--- src/inc/ldc_pkg.sv ---
// Purpose: Shared constants and types for the link delay calibration register bank
// Assumes: APB slave, 32-bit data, one aligned word per register
// Notes: Offsets are byte addresses
`default_nettype none
package ldc_pkg;
  // Register map
  localparam logic [7:0] OFS_ONE_WAY = 8'h74;
  localparam logic [7:0] OFS_RSVD_A = 8'h78;
  localparam logic [7:0] OFS_RSVD_B = 8'h7C;
  localparam logic [7:0] OFS_RTD = 8'h80;
  localparam logic [7:0] OFS_IRQ_STAT = 8'h90;
  localparam logic [7:0] OFS_IRQ_MASK = 8'h94;
  localparam logic [7:0] OFS_MEAS_RTD = 8'h98;
  localparam int ADDR_W = 8;
  // Field layout
  localparam int OW_W = 16;
  localparam int USR_W = 20;
  localparam int ST_LSB = 28;
  localparam int CTL_LSB = 24;
  localparam int CTL_RST = 26;
  localparam int CTL_BYP = 25;
  localparam int CTL_EN = 24;
  localparam int IRQ_W = 3;
  // Reset values
  localparam logic [31:0] ZERO32 = 32'h0000_0000;
  localparam logic [15:0] OW_RST = 16'h0000;
  localparam logic [19:0] USR_RST = 20'h0_0000;
  localparam logic [2:0] CTL_RST_VAL = 3'h0;
  // Settling time of calibration in measure cycles
  localparam logic [7:0] SETTLE_CYC = 8'h10;
  // Calibration status codes
  typedef enum logic [1:0] {
    LDC_OFF = 2'b00,
    LDC_RUN = 2'b01,
    LDC_DONE = 2'b10,
    LDC_ERR = 2'b11
  } ldc_state_t;
  // Control field carrier
  typedef struct packed {
    logic cal_reset;
    logic bypass;
    logic enable;
  } ldc_ctl_t;
  // Interrupt event positions
  localparam int EV_MEAS = 0;
  localparam int EV_DONE = 1;
  localparam int EV_ERR = 2;
endpackage
`default_nettype wire

--- src/design/ldc_rtd_engine.sv ---
// Purpose: Round-trip calibration sequencer reporting the status code
// Assumes: Control field written one-hot; target and measurement on ref_clk
// Notes: Reset bit forces the off code until enable is set again
`timescale 1ns/1ps
`default_nettype none
module ldc_rtd_engine (
  // Clock and reset
  input wire logic ref_clk,
  input wire logic rst_b,
  // Control
  input wire ldc_pkg::ldc_ctl_t ctl,
  input wire logic [ldc_pkg::USR_W-1:0] target,
  input wire logic [ldc_pkg::USR_W-1:0] measured,
  // Status
  output ldc_pkg::ldc_state_t state,
  output logic done_pulse,
  output logic err_pulse
);
  ldc_pkg::ldc_state_t state_q;
  ldc_pkg::ldc_state_t state_d;
  logic [7:0] cnt_q;
  logic hold_off_q;

  // Reset bit holds the off code; one-hot writes mean enable can only return after it drops
  always_ff @(posedge ref_clk or negedge rst_b) begin
    if (!rst_b) begin
      hold_off_q <= 1'b0;
    end else if (ctl.cal_reset) begin
      hold_off_q <= 1'b1;
    end else begin
      hold_off_q <= 1'b0;
    end
  end

  // Next status code
  always_comb begin
    state_d = state_q;
    if (ctl.cal_reset || hold_off_q || !ctl.enable) begin
      state_d = ldc_pkg::LDC_OFF;
    end else if (ctl.bypass) begin
      state_d = ldc_pkg::LDC_DONE;
    end else begin
      unique case (state_q)
        ldc_pkg::LDC_OFF: state_d = ldc_pkg::LDC_RUN;
        ldc_pkg::LDC_RUN: begin
          if (target > measured) begin
            state_d = ldc_pkg::LDC_ERR;
          end else if (cnt_q == ldc_pkg::SETTLE_CYC) begin
            state_d = ldc_pkg::LDC_DONE;
          end
        end
        ldc_pkg::LDC_DONE: begin
          if (target > measured) begin
            state_d = ldc_pkg::LDC_ERR;
          end
        end
        ldc_pkg::LDC_ERR: state_d = ldc_pkg::LDC_ERR; // Left only via the reset bit, clearing enable or setting bypass
      endcase
    end
  end

  // State register and settle counter
  always_ff @(posedge ref_clk or negedge rst_b) begin
    if (!rst_b) begin
      state_q <= ldc_pkg::LDC_OFF;
      cnt_q <= 8'h00;
    end else begin
      state_q <= state_d;
      cnt_q <= (state_q == ldc_pkg::LDC_RUN) ? cnt_q + 8'h01 : 8'h00;
    end
  end

  // Event pulses on entry to done or error
  always_ff @(posedge ref_clk or negedge rst_b) begin
    if (!rst_b) begin
      done_pulse <= 1'b0;
      err_pulse <= 1'b0;
    end else begin
      done_pulse <= (state_d == ldc_pkg::LDC_DONE) && (state_q != ldc_pkg::LDC_DONE);
      err_pulse <= (state_d == ldc_pkg::LDC_ERR) && (state_q != ldc_pkg::LDC_ERR);
    end
  end

  assign state = state_q;
endmodule
`default_nettype wire

--- src/design/ldc_regs.sv ---
// Purpose: APB register bank for one-way and round-trip link delay calibration
// Assumes: Measurement inputs are synchronous to ref_clk
// Notes: Role parameters select which calibration register is present
`timescale 1ns/1ps
`default_nettype none
//
// Contract
// The one-way status register at 0x74 exists only in a slave variant with single-trip calibration.
// Bits 15:0 of it show the measured master-to-slave variable delay, read-only, reset to zero.
// The core computes that delay itself and external calibrators read it to set their steps.
// Offsets 0x78 and 0x7C are reserved and do nothing.
// The round-trip register at 0x80 exists only in a master variant with calibration.
// Bits 29:28 report status: 00 off, 01 running, 10 done or monitoring, 11 error.
// Software writes the control field at bits 26:24 with one-hot values only.
// Control bit 26 is an active-high reset of the round-trip calibration block.
// Control bit 25 set puts round-trip calibration in bypass, clear leaves it active.
// Control bit 24 set turns round-trip calibration on, clear turns it off.
// Bits 19:0 hold the read-write round-trip target in link output clock cycles, reset to zero.
// Software picks a target between zero and the measured round-trip delay it read first.
// After the reset bit, the status returns to off until enable is set again.
module ldc_regs #(
  parameter bit IS_SLAVE = 1'b1,
  parameter bit IS_MASTER = 1'b1,
  parameter bit HAS_CAL = 1'b1
) (
  // Clock and reset
  input wire logic ref_clk,
  input wire logic rst_b,
  // APB slave
  input wire logic psel,
  input wire logic penable,
  input wire logic pwrite,
  input wire logic [ldc_pkg::ADDR_W-1:0] paddr,
  input wire logic [31:0] pwdata,
  input wire logic [3:0] pstrb,
  output logic [31:0] prdata,
  output logic pready,
  output logic pslverr,
  // Delay measurements from the core
  input wire logic [ldc_pkg::OW_W-1:0] one_way_delay,
  input wire logic one_way_valid,
  input wire logic [ldc_pkg::USR_W-1:0] round_trip_meas,
  // Calibration controls toward the core
  output logic cal_reset,
  output logic cal_bypass,
  output logic cal_enable,
  output logic [ldc_pkg::USR_W-1:0] cal_target,
  // Interrupt
  output logic irq
);
  localparam bit OW_ON = IS_SLAVE && HAS_CAL;
  localparam bit RTD_ON = IS_MASTER && HAS_CAL;

  logic [ldc_pkg::OW_W-1:0] ow_q;
  logic [ldc_pkg::USR_W-1:0] usr_q;
  ldc_pkg::ldc_ctl_t ctl_q;
  logic [ldc_pkg::IRQ_W-1:0] stat_q;
  logic [ldc_pkg::IRQ_W-1:0] mask_q;
  logic [31:0] rdata_d;
  logic err_d;
  logic wr_acc;
  logic rd_acc;
  logic hit_rtd;
  ldc_pkg::ldc_state_t rtd_state;
  logic done_pulse;
  logic err_pulse;
  logic [ldc_pkg::IRQ_W-1:0] ev;

  // Address decode for the error answer on both reads and writes
  function automatic logic present(input logic [ldc_pkg::ADDR_W-1:0] a);
    unique case (a)
      ldc_pkg::OFS_ONE_WAY: present = OW_ON;
      ldc_pkg::OFS_RTD: present = RTD_ON;
      ldc_pkg::OFS_RSVD_A, ldc_pkg::OFS_RSVD_B: present = 1'b1;
      ldc_pkg::OFS_IRQ_STAT, ldc_pkg::OFS_IRQ_MASK: present = 1'b1;
      ldc_pkg::OFS_MEAS_RTD: present = RTD_ON;
      default: present = 1'b0;
    endcase
  endfunction

  // One-wait-state slave: access phase completes when answered below
  assign wr_acc = psel && penable && pwrite && !pready;
  assign rd_acc = psel && penable && !pwrite && !pready;
  assign hit_rtd = wr_acc && RTD_ON && (paddr == ldc_pkg::OFS_RTD);

  // One-way delay capture; the core's own calculation feeds it
  always_ff @(posedge ref_clk or negedge rst_b) begin
    if (!rst_b) begin
      ow_q <= ldc_pkg::OW_RST;
    end else if (OW_ON && one_way_valid) begin
      ow_q <= one_way_delay;
    end
  end

  // Round-trip target, byte lanes honoured
  always_ff @(posedge ref_clk or negedge rst_b) begin
    if (!rst_b) begin
      usr_q <= ldc_pkg::USR_RST;
    end else if (hit_rtd) begin
      if (pstrb[0]) begin
        usr_q[7:0] <= pwdata[7:0];
      end
      if (pstrb[1]) begin
        usr_q[15:8] <= pwdata[15:8];
      end
      if (pstrb[2]) begin
        usr_q[19:16] <= pwdata[19:16];
      end
    end
  end

  // Control field; a write with more than one bit set is taken but flagged by pslverr
  always_ff @(posedge ref_clk or negedge rst_b) begin
    if (!rst_b) begin
      ctl_q <= ldc_pkg::CTL_RST_VAL;
    end else if (hit_rtd && pstrb[3]) begin
      ctl_q <= pwdata[ldc_pkg::CTL_RST:ldc_pkg::CTL_EN];
    end
  end

  // Round-trip sequencer
  ldc_rtd_engine u_engine (
    .ref_clk(ref_clk),
    .rst_b(rst_b),
    .ctl(ctl_q),
    .target(usr_q),
    .measured(round_trip_meas),
    .state(rtd_state),
    .done_pulse(done_pulse),
    .err_pulse(err_pulse)
  );

  // Events: new measurement, calibration done, calibration error
  always_comb begin
    ev = '0;
    ev[ldc_pkg::EV_MEAS] = OW_ON && one_way_valid;
    ev[ldc_pkg::EV_DONE] = RTD_ON && done_pulse;
    ev[ldc_pkg::EV_ERR] = RTD_ON && err_pulse;
  end

  // Sticky status: read clears, but a same-cycle event wins
  always_ff @(posedge ref_clk or negedge rst_b) begin
    if (!rst_b) begin
      stat_q <= '0;
    end else if (rd_acc && paddr == ldc_pkg::OFS_IRQ_STAT) begin
      stat_q <= ev;
    end else begin
      stat_q <= stat_q | ev;
    end
  end

  // Interrupt mask
  always_ff @(posedge ref_clk or negedge rst_b) begin
    if (!rst_b) begin
      mask_q <= '0;
    end else if (wr_acc && paddr == ldc_pkg::OFS_IRQ_MASK && pstrb[0]) begin
      mask_q <= pwdata[ldc_pkg::IRQ_W-1:0];
    end
  end

  // Read mux; reserved bits and reserved offsets read zero
  always_comb begin
    rdata_d = ldc_pkg::ZERO32;
    unique case (paddr)
      ldc_pkg::OFS_ONE_WAY: begin
        if (OW_ON) begin
          rdata_d[ldc_pkg::OW_W-1:0] = ow_q;
        end
      end
      ldc_pkg::OFS_RTD: begin
        if (RTD_ON) begin
          rdata_d[ldc_pkg::ST_LSB+:2] = rtd_state;
          rdata_d[ldc_pkg::CTL_LSB+:3] = ctl_q;
          rdata_d[ldc_pkg::USR_W-1:0] = usr_q;
        end
      end
      ldc_pkg::OFS_IRQ_STAT: rdata_d[ldc_pkg::IRQ_W-1:0] = stat_q;
      ldc_pkg::OFS_IRQ_MASK: rdata_d[ldc_pkg::IRQ_W-1:0] = mask_q;
      ldc_pkg::OFS_MEAS_RTD: begin
        if (RTD_ON) begin
          rdata_d[ldc_pkg::USR_W-1:0] = round_trip_meas;
        end
      end
      default: rdata_d = ldc_pkg::ZERO32;
    endcase
  end

  // Error answer: unmapped or absent offset, or a control write with more than one bit set
  always_comb begin
    err_d = !present(paddr);
    if (hit_rtd && pstrb[3] && !$onehot0(pwdata[ldc_pkg::CTL_RST:ldc_pkg::CTL_EN])) begin
      err_d = 1'b1;
    end
  end

  // APB answer registers, one wait state
  always_ff @(posedge ref_clk or negedge rst_b) begin
    if (!rst_b) begin
      pready <= 1'b0;
      pslverr <= 1'b0;
      prdata <= ldc_pkg::ZERO32;
    end else begin
      pready <= psel && penable && !pready;
      pslverr <= psel && penable && !pready && err_d;
      if (rd_acc) begin
        prdata <= rdata_d;
      end
    end
  end

  // Outputs to the core, registered
  always_ff @(posedge ref_clk or negedge rst_b) begin
    if (!rst_b) begin
      cal_reset <= 1'b0;
      cal_bypass <= 1'b0;
      cal_enable <= 1'b0;
      cal_target <= ldc_pkg::USR_RST;
      irq <= 1'b0;
    end else begin
      cal_reset <= ctl_q.cal_reset;
      cal_bypass <= ctl_q.bypass;
      cal_enable <= ctl_q.enable && !ctl_q.cal_reset;
      cal_target <= usr_q;
      irq <= |((stat_q | ev) & mask_q);
    end
  end
endmodule
`default_nettype wire

--- config.mk ---
export PLATFORM = sky130hd
export DESIGN_NAME = ldc_regs
export DESIGN_NICKNAME = d
export VERILOG_FILES = /design/src/inc/ldc_pkg.sv /design/src/design/ldc_rtd_engine.sv /design/src/design/ldc_regs.sv
export SDC_FILE = /design/constraint.sdc
export NUM_CORES = 1
export LEC_CHECK = 0
export ABC_AREA = 1
export BUFFER_PORTS_ARGS = -buffer_cell sky130_fd_sc_hd__buf_4
export CORE_MARGIN = 2
export CORE_UTILIZATION = 53
export DETAILED_ROUTE_END_ITERATION = 8
export PLACE_DENSITY = 0.81
export REMOVE_ABC_BUFFERS = 1
export SLEW_MARGIN = 15
export SYNTH_ARGS = -nofsm -noshare
export SYNTH_HDL_FRONTEND = slang
export SYNTH_HIERARCHICAL = 1
export SYNTH_SLANG_ARGS = --single-unit
--- constraint.sdc ---
create_clock -name ref_clk -period 2.3 [get_ports ref_clk]
set_clock_uncertainty 0.1 [all_clocks]
set_input_delay 0.23 -clock ref_clk [delete_from_list [all_inputs] [get_ports ref_clk]]
set_output_delay 0.23 -clock ref_clk [all_outputs]
set_load 0.02 [all_outputs]
Yosys cells after proc, flatten, opt, wreduce, memory -nomap -nowiden:

Index checks and enable logic that the tools add are counted.

* flip-flop bits (word level): 109
* logic and storage cells: 90

* $add $sub $neg: 3
* bitwise logic cells: 2
* reduce and logical (&&, ||, !) cells: 30
* muxes and demuxes: 16
* magnitude comparators: 2
* equality and inequality tests: 15

Operators by type and width (number)
* $pmux 13 s3: 1
* $eq 8x8->1 const B: 4
* $eq 8x7->1 const B: 3
* $gt 20x20->1: 1
* $logic_and 1x1->1: 16
* $pmux 3 s5: 1
* $mux 2: 6
* $add 8x1->8 const B: 1
* $eq 2x2->1 const B: 4
* $eq 8x5->1 const B: 1
* $mux 8: 1
* $pmux 2 s4: 1
* $pmux 4 s2: 1
* $reduce_or 7->1: 1
* $logic_not 1->1: 6
* $mux 3: 2
* $reduce_and 2->1: 3
* $ne 2x2->1 const B: 2
* $and 3x3->3: 1
* $mux 1: 3
* $or 3x3->3: 1
* $reduce_or 3->1: 1
* $add 1x1->2: 1
* $add 2x1->2: 1
* other kinds (4): 5

Depth between registers and ports, before layout:

* depth in word-level cells: 8
* gate-level depth with buffers: 16
* depth with buffers taken out: 16

By module:

The synthesis kept the hierarchy.

By module, submodules not included
* ldc_regs: times used 1, cells each 434, sequential area each 2402.3 sq um, area an instance 4116.4 sq um
* ldc_rtd_engine: times used 1, cells each 171, sequential area each 325.3 sq um, area an instance 1198.6 sq um

Least setup slack after synthesis:

OpenSTA, ideal clock, no wires.

* path kind: register to register
* from: reg usr_q[19] in the netlist's numbering
* to: reg u_engine.done_pulse
* clock period less this slack: 1.656 ns
* setup time: 0.114 ns
* stages on the path, launching flop included: 13
* buffers on the path: 0
* path slack: 0.644 ns
* data arrival time: 1.442 ns
* cell sequence: dfrtp_1 > ha_1 > nand2_2 > nor2_4 > nand2_2 > nor2_4 > nand2_2 > nand3_2 > nand2_2 > nand2_1 > nand3_1 > nand2_1 > nor2_1

* longest elaborated chain between the ends: 7

RTL lines
* start: declaration: RTL line ldc_regs.sv:55 `logic [ldc_pkg::USR_W-1:0] usr_q;`
* start signal: assignment: RTL line ldc_regs.sv:98 `usr_q <= ldc_pkg::USR_RST;`
* $gt 20x20->1 *: RTL line ldc_rtd_engine.sv:46, ldc_rtd_engine.sv:53
* $mux 2, on equally long branches: RTL line ldc_rtd_engine.sv:53, ldc_rtd_engine.sv:46
* $pmux 2 s4 *: RTL line ldc_rtd_engine.sv:43 `unique case (state_q)`
* $mux 2 *: RTL line ldc_rtd_engine.sv:40 `end else if (ctl.bypass) begin`
* $mux 2 *: RTL line ldc_rtd_engine.sv:38 `if (ctl.cal_reset || hold_off_q || !ctl.enable) begin`
* $eq 2x2->1 *: RTL line ldc_rtd_engine.sv:79 `done_pulse <= (state_d == ldc_pkg::LDC_DONE) && (state_q != ldc_pkg::LDC_DONE);`
* $logic_and 1x1->1 *: RTL line ldc_rtd_engine.sv:79
* end signal: assignment: RTL line ldc_rtd_engine.sv:79
* end: declaration: RTL line ldc_rtd_engine.sv:16 `output logic done_pulse,`

Mark *: on every way between the ends. The rest lies on a longest branch, timed or not.
A chain may end at the register's enable or synchronous reset.

Worst setup path in the final report:

* from: reg usr_q[19] in the netlist's numbering
* to: reg u_engine.err_pulse

* longest elaborated chain between the ends: 7

RTL lines
* $gt 20x20->1 *: RTL line ldc_rtd_engine.sv:46, ldc_rtd_engine.sv:53
* $mux 2, on equally long branches: RTL line ldc_rtd_engine.sv:53, ldc_rtd_engine.sv:46
* $pmux 2 s4 *: RTL line ldc_rtd_engine.sv:43
* $mux 2 *: RTL line ldc_rtd_engine.sv:40
* $mux 2 *: RTL line ldc_rtd_engine.sv:38
* $eq 2x2->1 *: RTL line ldc_rtd_engine.sv:80 `err_pulse <= (state_d == ldc_pkg::LDC_ERR) && (state_q != ldc_pkg::LDC_ERR);`
* $logic_and 1x1->1 *: RTL line ldc_rtd_engine.sv:80
* end signal: assignment: RTL line ldc_rtd_engine.sv:80
* end: declaration: RTL line ldc_rtd_engine.sv:17 `output logic err_pulse`

Marks and branches as above.

==> impl_metrics.yaml <==
outcome:
  outcome: "finished clean"
place:
  post-dp-hpwl_um: 9230
  dp_cells: 855
  portBuffers: 127
  dpl_cell_area_um2: 6360
  gp_congestion: 0.826
sta:
  slew_violations: 0
  max_freq_ghz: 0.502
  slew_headroom_pct: 66.4
  fin_crit_ns: 1.99
  hold_viol: 0
  max_slew.worst_pin.slew_ns: 0.503
  fin_tns_setup_ns: 0
  rsz0062_at_grt: "false"
  min_period_over_period_pct: 86.6
  finalSetupViolations: 0
die:
  die_area_um2: 10800
  fp.dieW_um: 104
  start_util_pct: 54.4
  num_rows: 36
  ioPinCount: 144
  die_h_um: 104
  core_area_um2: 9770
clocking:
  cts.reportedPaths.clkPinSlew_ns: 0.09
  htreeDepth: 3
  cts.repair.resized: 0
  clkSinkCount: 109
  postCtsHoldBufs: 15
  cts_tree: "done"
  cts_buffers: 9
  worstSkewPairLatency_ns: 0.36
  clock_path_buffers: 2
  post-cts-setup-buffer-count: 0
  clockRootBuffer: "clkbuf_8"
setup_path:
  crit_path_cell_trace: "ha_1 > nand2_2 > inv_1 > nand2_1 > nand2_1 > a21oi_1 > nand3_2 > nand2_2 > nand2_1 > nand2_1 > nand2_1 > nand2_2 > nor2_1"
  crit_top_cell: "nand2_1"
  crit_path_top_delay_cell: "dfrtp_1"
  cp_top_family: "simple AND/OR/NAND/NOR gates"
  crit_fanout: 4
  rr_startpoint: "usr_q[19]"
  crit_type: "reg -> reg"
  startpoint_type: "register"
  critPathLaunch: "usr_q[19]"
  arrival_ns: 2.15
  path_buf_inv: 1
  worst_path_largest_cell_delay_ns: 0.42
  worstSetupEndpointType: "register"
  cp.required_ns: 2.46
grt:
  grt_pass1_vias: 4501
  grt_overflow: 0
  grt_first_pass_wirelength_um: 21000
  grt_usage_pct: 23.9
  antenna_found_initial: 0
  grt_max_degree: 56
finish:
  fin_area_um2: 6740
  drive_gt1_share_pct: 27.2
  regArea_um2: 2730
  area_growth_syn_to_layout_pct: 26.8
  fill_cells: 777
  finalNetCount: 858
  multiInputGateArea_um2: 2180
  finalNonFillerCells: 886
  diodes: 0
synthesis:
  syn_area_um2: 5320
  netlist_instances: 605
  yosys.cell_types.count: 34
  syn_avg_cell_area_um2: 8.79
  synth_seq_cells: 109
  ys_warn_count: 6
  ys_seq_area_share_pct: 51.3
route:
  drt_iter0_drc: 252
  ant_nets: 0
  wl_per_cell_um: 14.3
  vias_per_cell: 5.15
  vias: 4564
  drtPass1Iterations: 5
  wirelength_um: 12700
  drc: 0
pwr:
  cellLeakagePower_nw: 3.76
  ir_drop_uv: 385
  p_per_area_nw_per_um2: 552
hold_path:
  holdCritStartpoint: "pwdata[12]"
  hold_class: "in -> reg"
flow_run:
  cap_violations: 0
## synth_stat cells, drive strengths merged
cell type  count  share of area [%]
o21ai         18                2.0
nand3         69                6.7
o21a           1               0.14
a21oi         24                2.3
mux2          16                3.4
conb           1              0.071
ha            23                5.4
o21bai         3               0.42
clkinv         2               0.14
clkbuf         3               0.21
nand4          2               0.35
dfrtp        109                 51
nor3           6               0.56
a21o           2               0.28
o31ai          2               0.28
nor2          42                4.4
nand2        192                 14
nor4           1               0.12
buf           20                2.8
inv           69                4.9
## layout by cell type, fill, tap and decap left out, types with 5 or more instances in the layout
master,n
nand2_1,180
buf_4,133
dfrtp_1,109
nand3_1,67
inv_1,59
nor2_1,31
a21oi_1,23
ha_1,23
mux2_2,16
dlygate4sd3_1,16
o21ai_0,13
nand2_2,11
clkbuf_8,10
inv_2,9
conb_1,7
nor3_1,6
nor2_2,5
## metrics by stage
step	setup WS [ns]	hold WS (ns)	power [mW]	utilization (%)
2_1_floorplan	0.609	-0.166	2.22	-
3_3_place_gp	0.403	0.110	2.47	65.1
3_5_place_dp	0.353	0.115	2.48	65.1
4_1_cts	0.337	0.000437	3.75	68.8
5_1_grt	0.184	0.00106	3.87	68.9
6_report	0.308	0.0110	3.72	68.9
## per-layer routing
metal  up-vias  routed length, um  global-route usage, %
met3        10                650                   4.95
met5         -                  0                      0
li1       2186                  -                      -
met2       149               6220                   39.6
met1      2219               5670                   32.4
met4         0                109                   5.89
## state kept, by name, indices dropped and copies added, names as in the netlist
name	cells
cal_enable	1
u_engine/err_pulse	1
pslverr	1
ctl_q	3
prdata	25
mask_q	3
cal_target	20
pready	1
u_engine/hold_off_q	1
cal_reset	1
cal_bypass	1
stat_q	3
ow_q	16
u_engine/done_pulse	1
usr_q	20
u_engine/state	2
u_engine/cnt_q	8
irq	1
## cell type report
class / count / area share [%]
inverter: 71 / 3.99
clock inverter: 4 / 1.08
tap: 133 / 2.47
timing repair buffer: 150 / 17.5
multi-input combinational: 408 / 32.4
sequential: 109 / 40.5
clock buffer: 11 / 2.10
## worst reg2reg max path, delay by kind of cell (launching register included)
kind / cells / cell delay, ns
compound gates: 1 / 0.25
buf+inv: 1 / 0.05
simple gates: 10 / 0.74
fa+ha+maj: 1 / 0.34
flops: 1 / 0.42
## cells by family (layout without fill, tap and decap cells)
group | count (synthesis) | in the layout | share of synthesized area (%)
muxes | 16 | 16 | 3.39
buffers and inverters | 94 | 236 | 8.05
adders and majority gates | 23 | 23 | 5.41
and+or+nand+nor | 312 | 312 | 26.3
AOI/OAI and AO/OA | 50 | 50 | 5.44
DFF | 109 | 109 | 51.3
other | 1 | 7 | 0.0706
## where the power goes
| group | internal (mW) | switching (mW) | total (mW) | leakage (nW) |
|---|---|---|---|---|
| clock network | 0.637 | 0.615 | 1.25 | 0.105 |
| logic | 0.210 | 0.240 | 0.450 | 2.22 |
| registers | 1.98 | 0.0388 | 2.02 | 1.43 |
## final timing paths
kind | endpoint | slack, ns | cells past startpoint
setup reg to reg | u_engine/err_pulse | 0.31 | 13
setup / recovery | u_engine/err_pulse | 0.31 | 13
hold / removal | usr_q[12] | 0.01 | 3
max in group asynchronous | stat_q[2] | 1.17 | 3
hold reg to reg | cal_target[3] | 0.35 | 0
min in group asynchronous | cal_target[4] | 0.29 | 2
No activity file was read; power rests on OpenSTA's default activity.
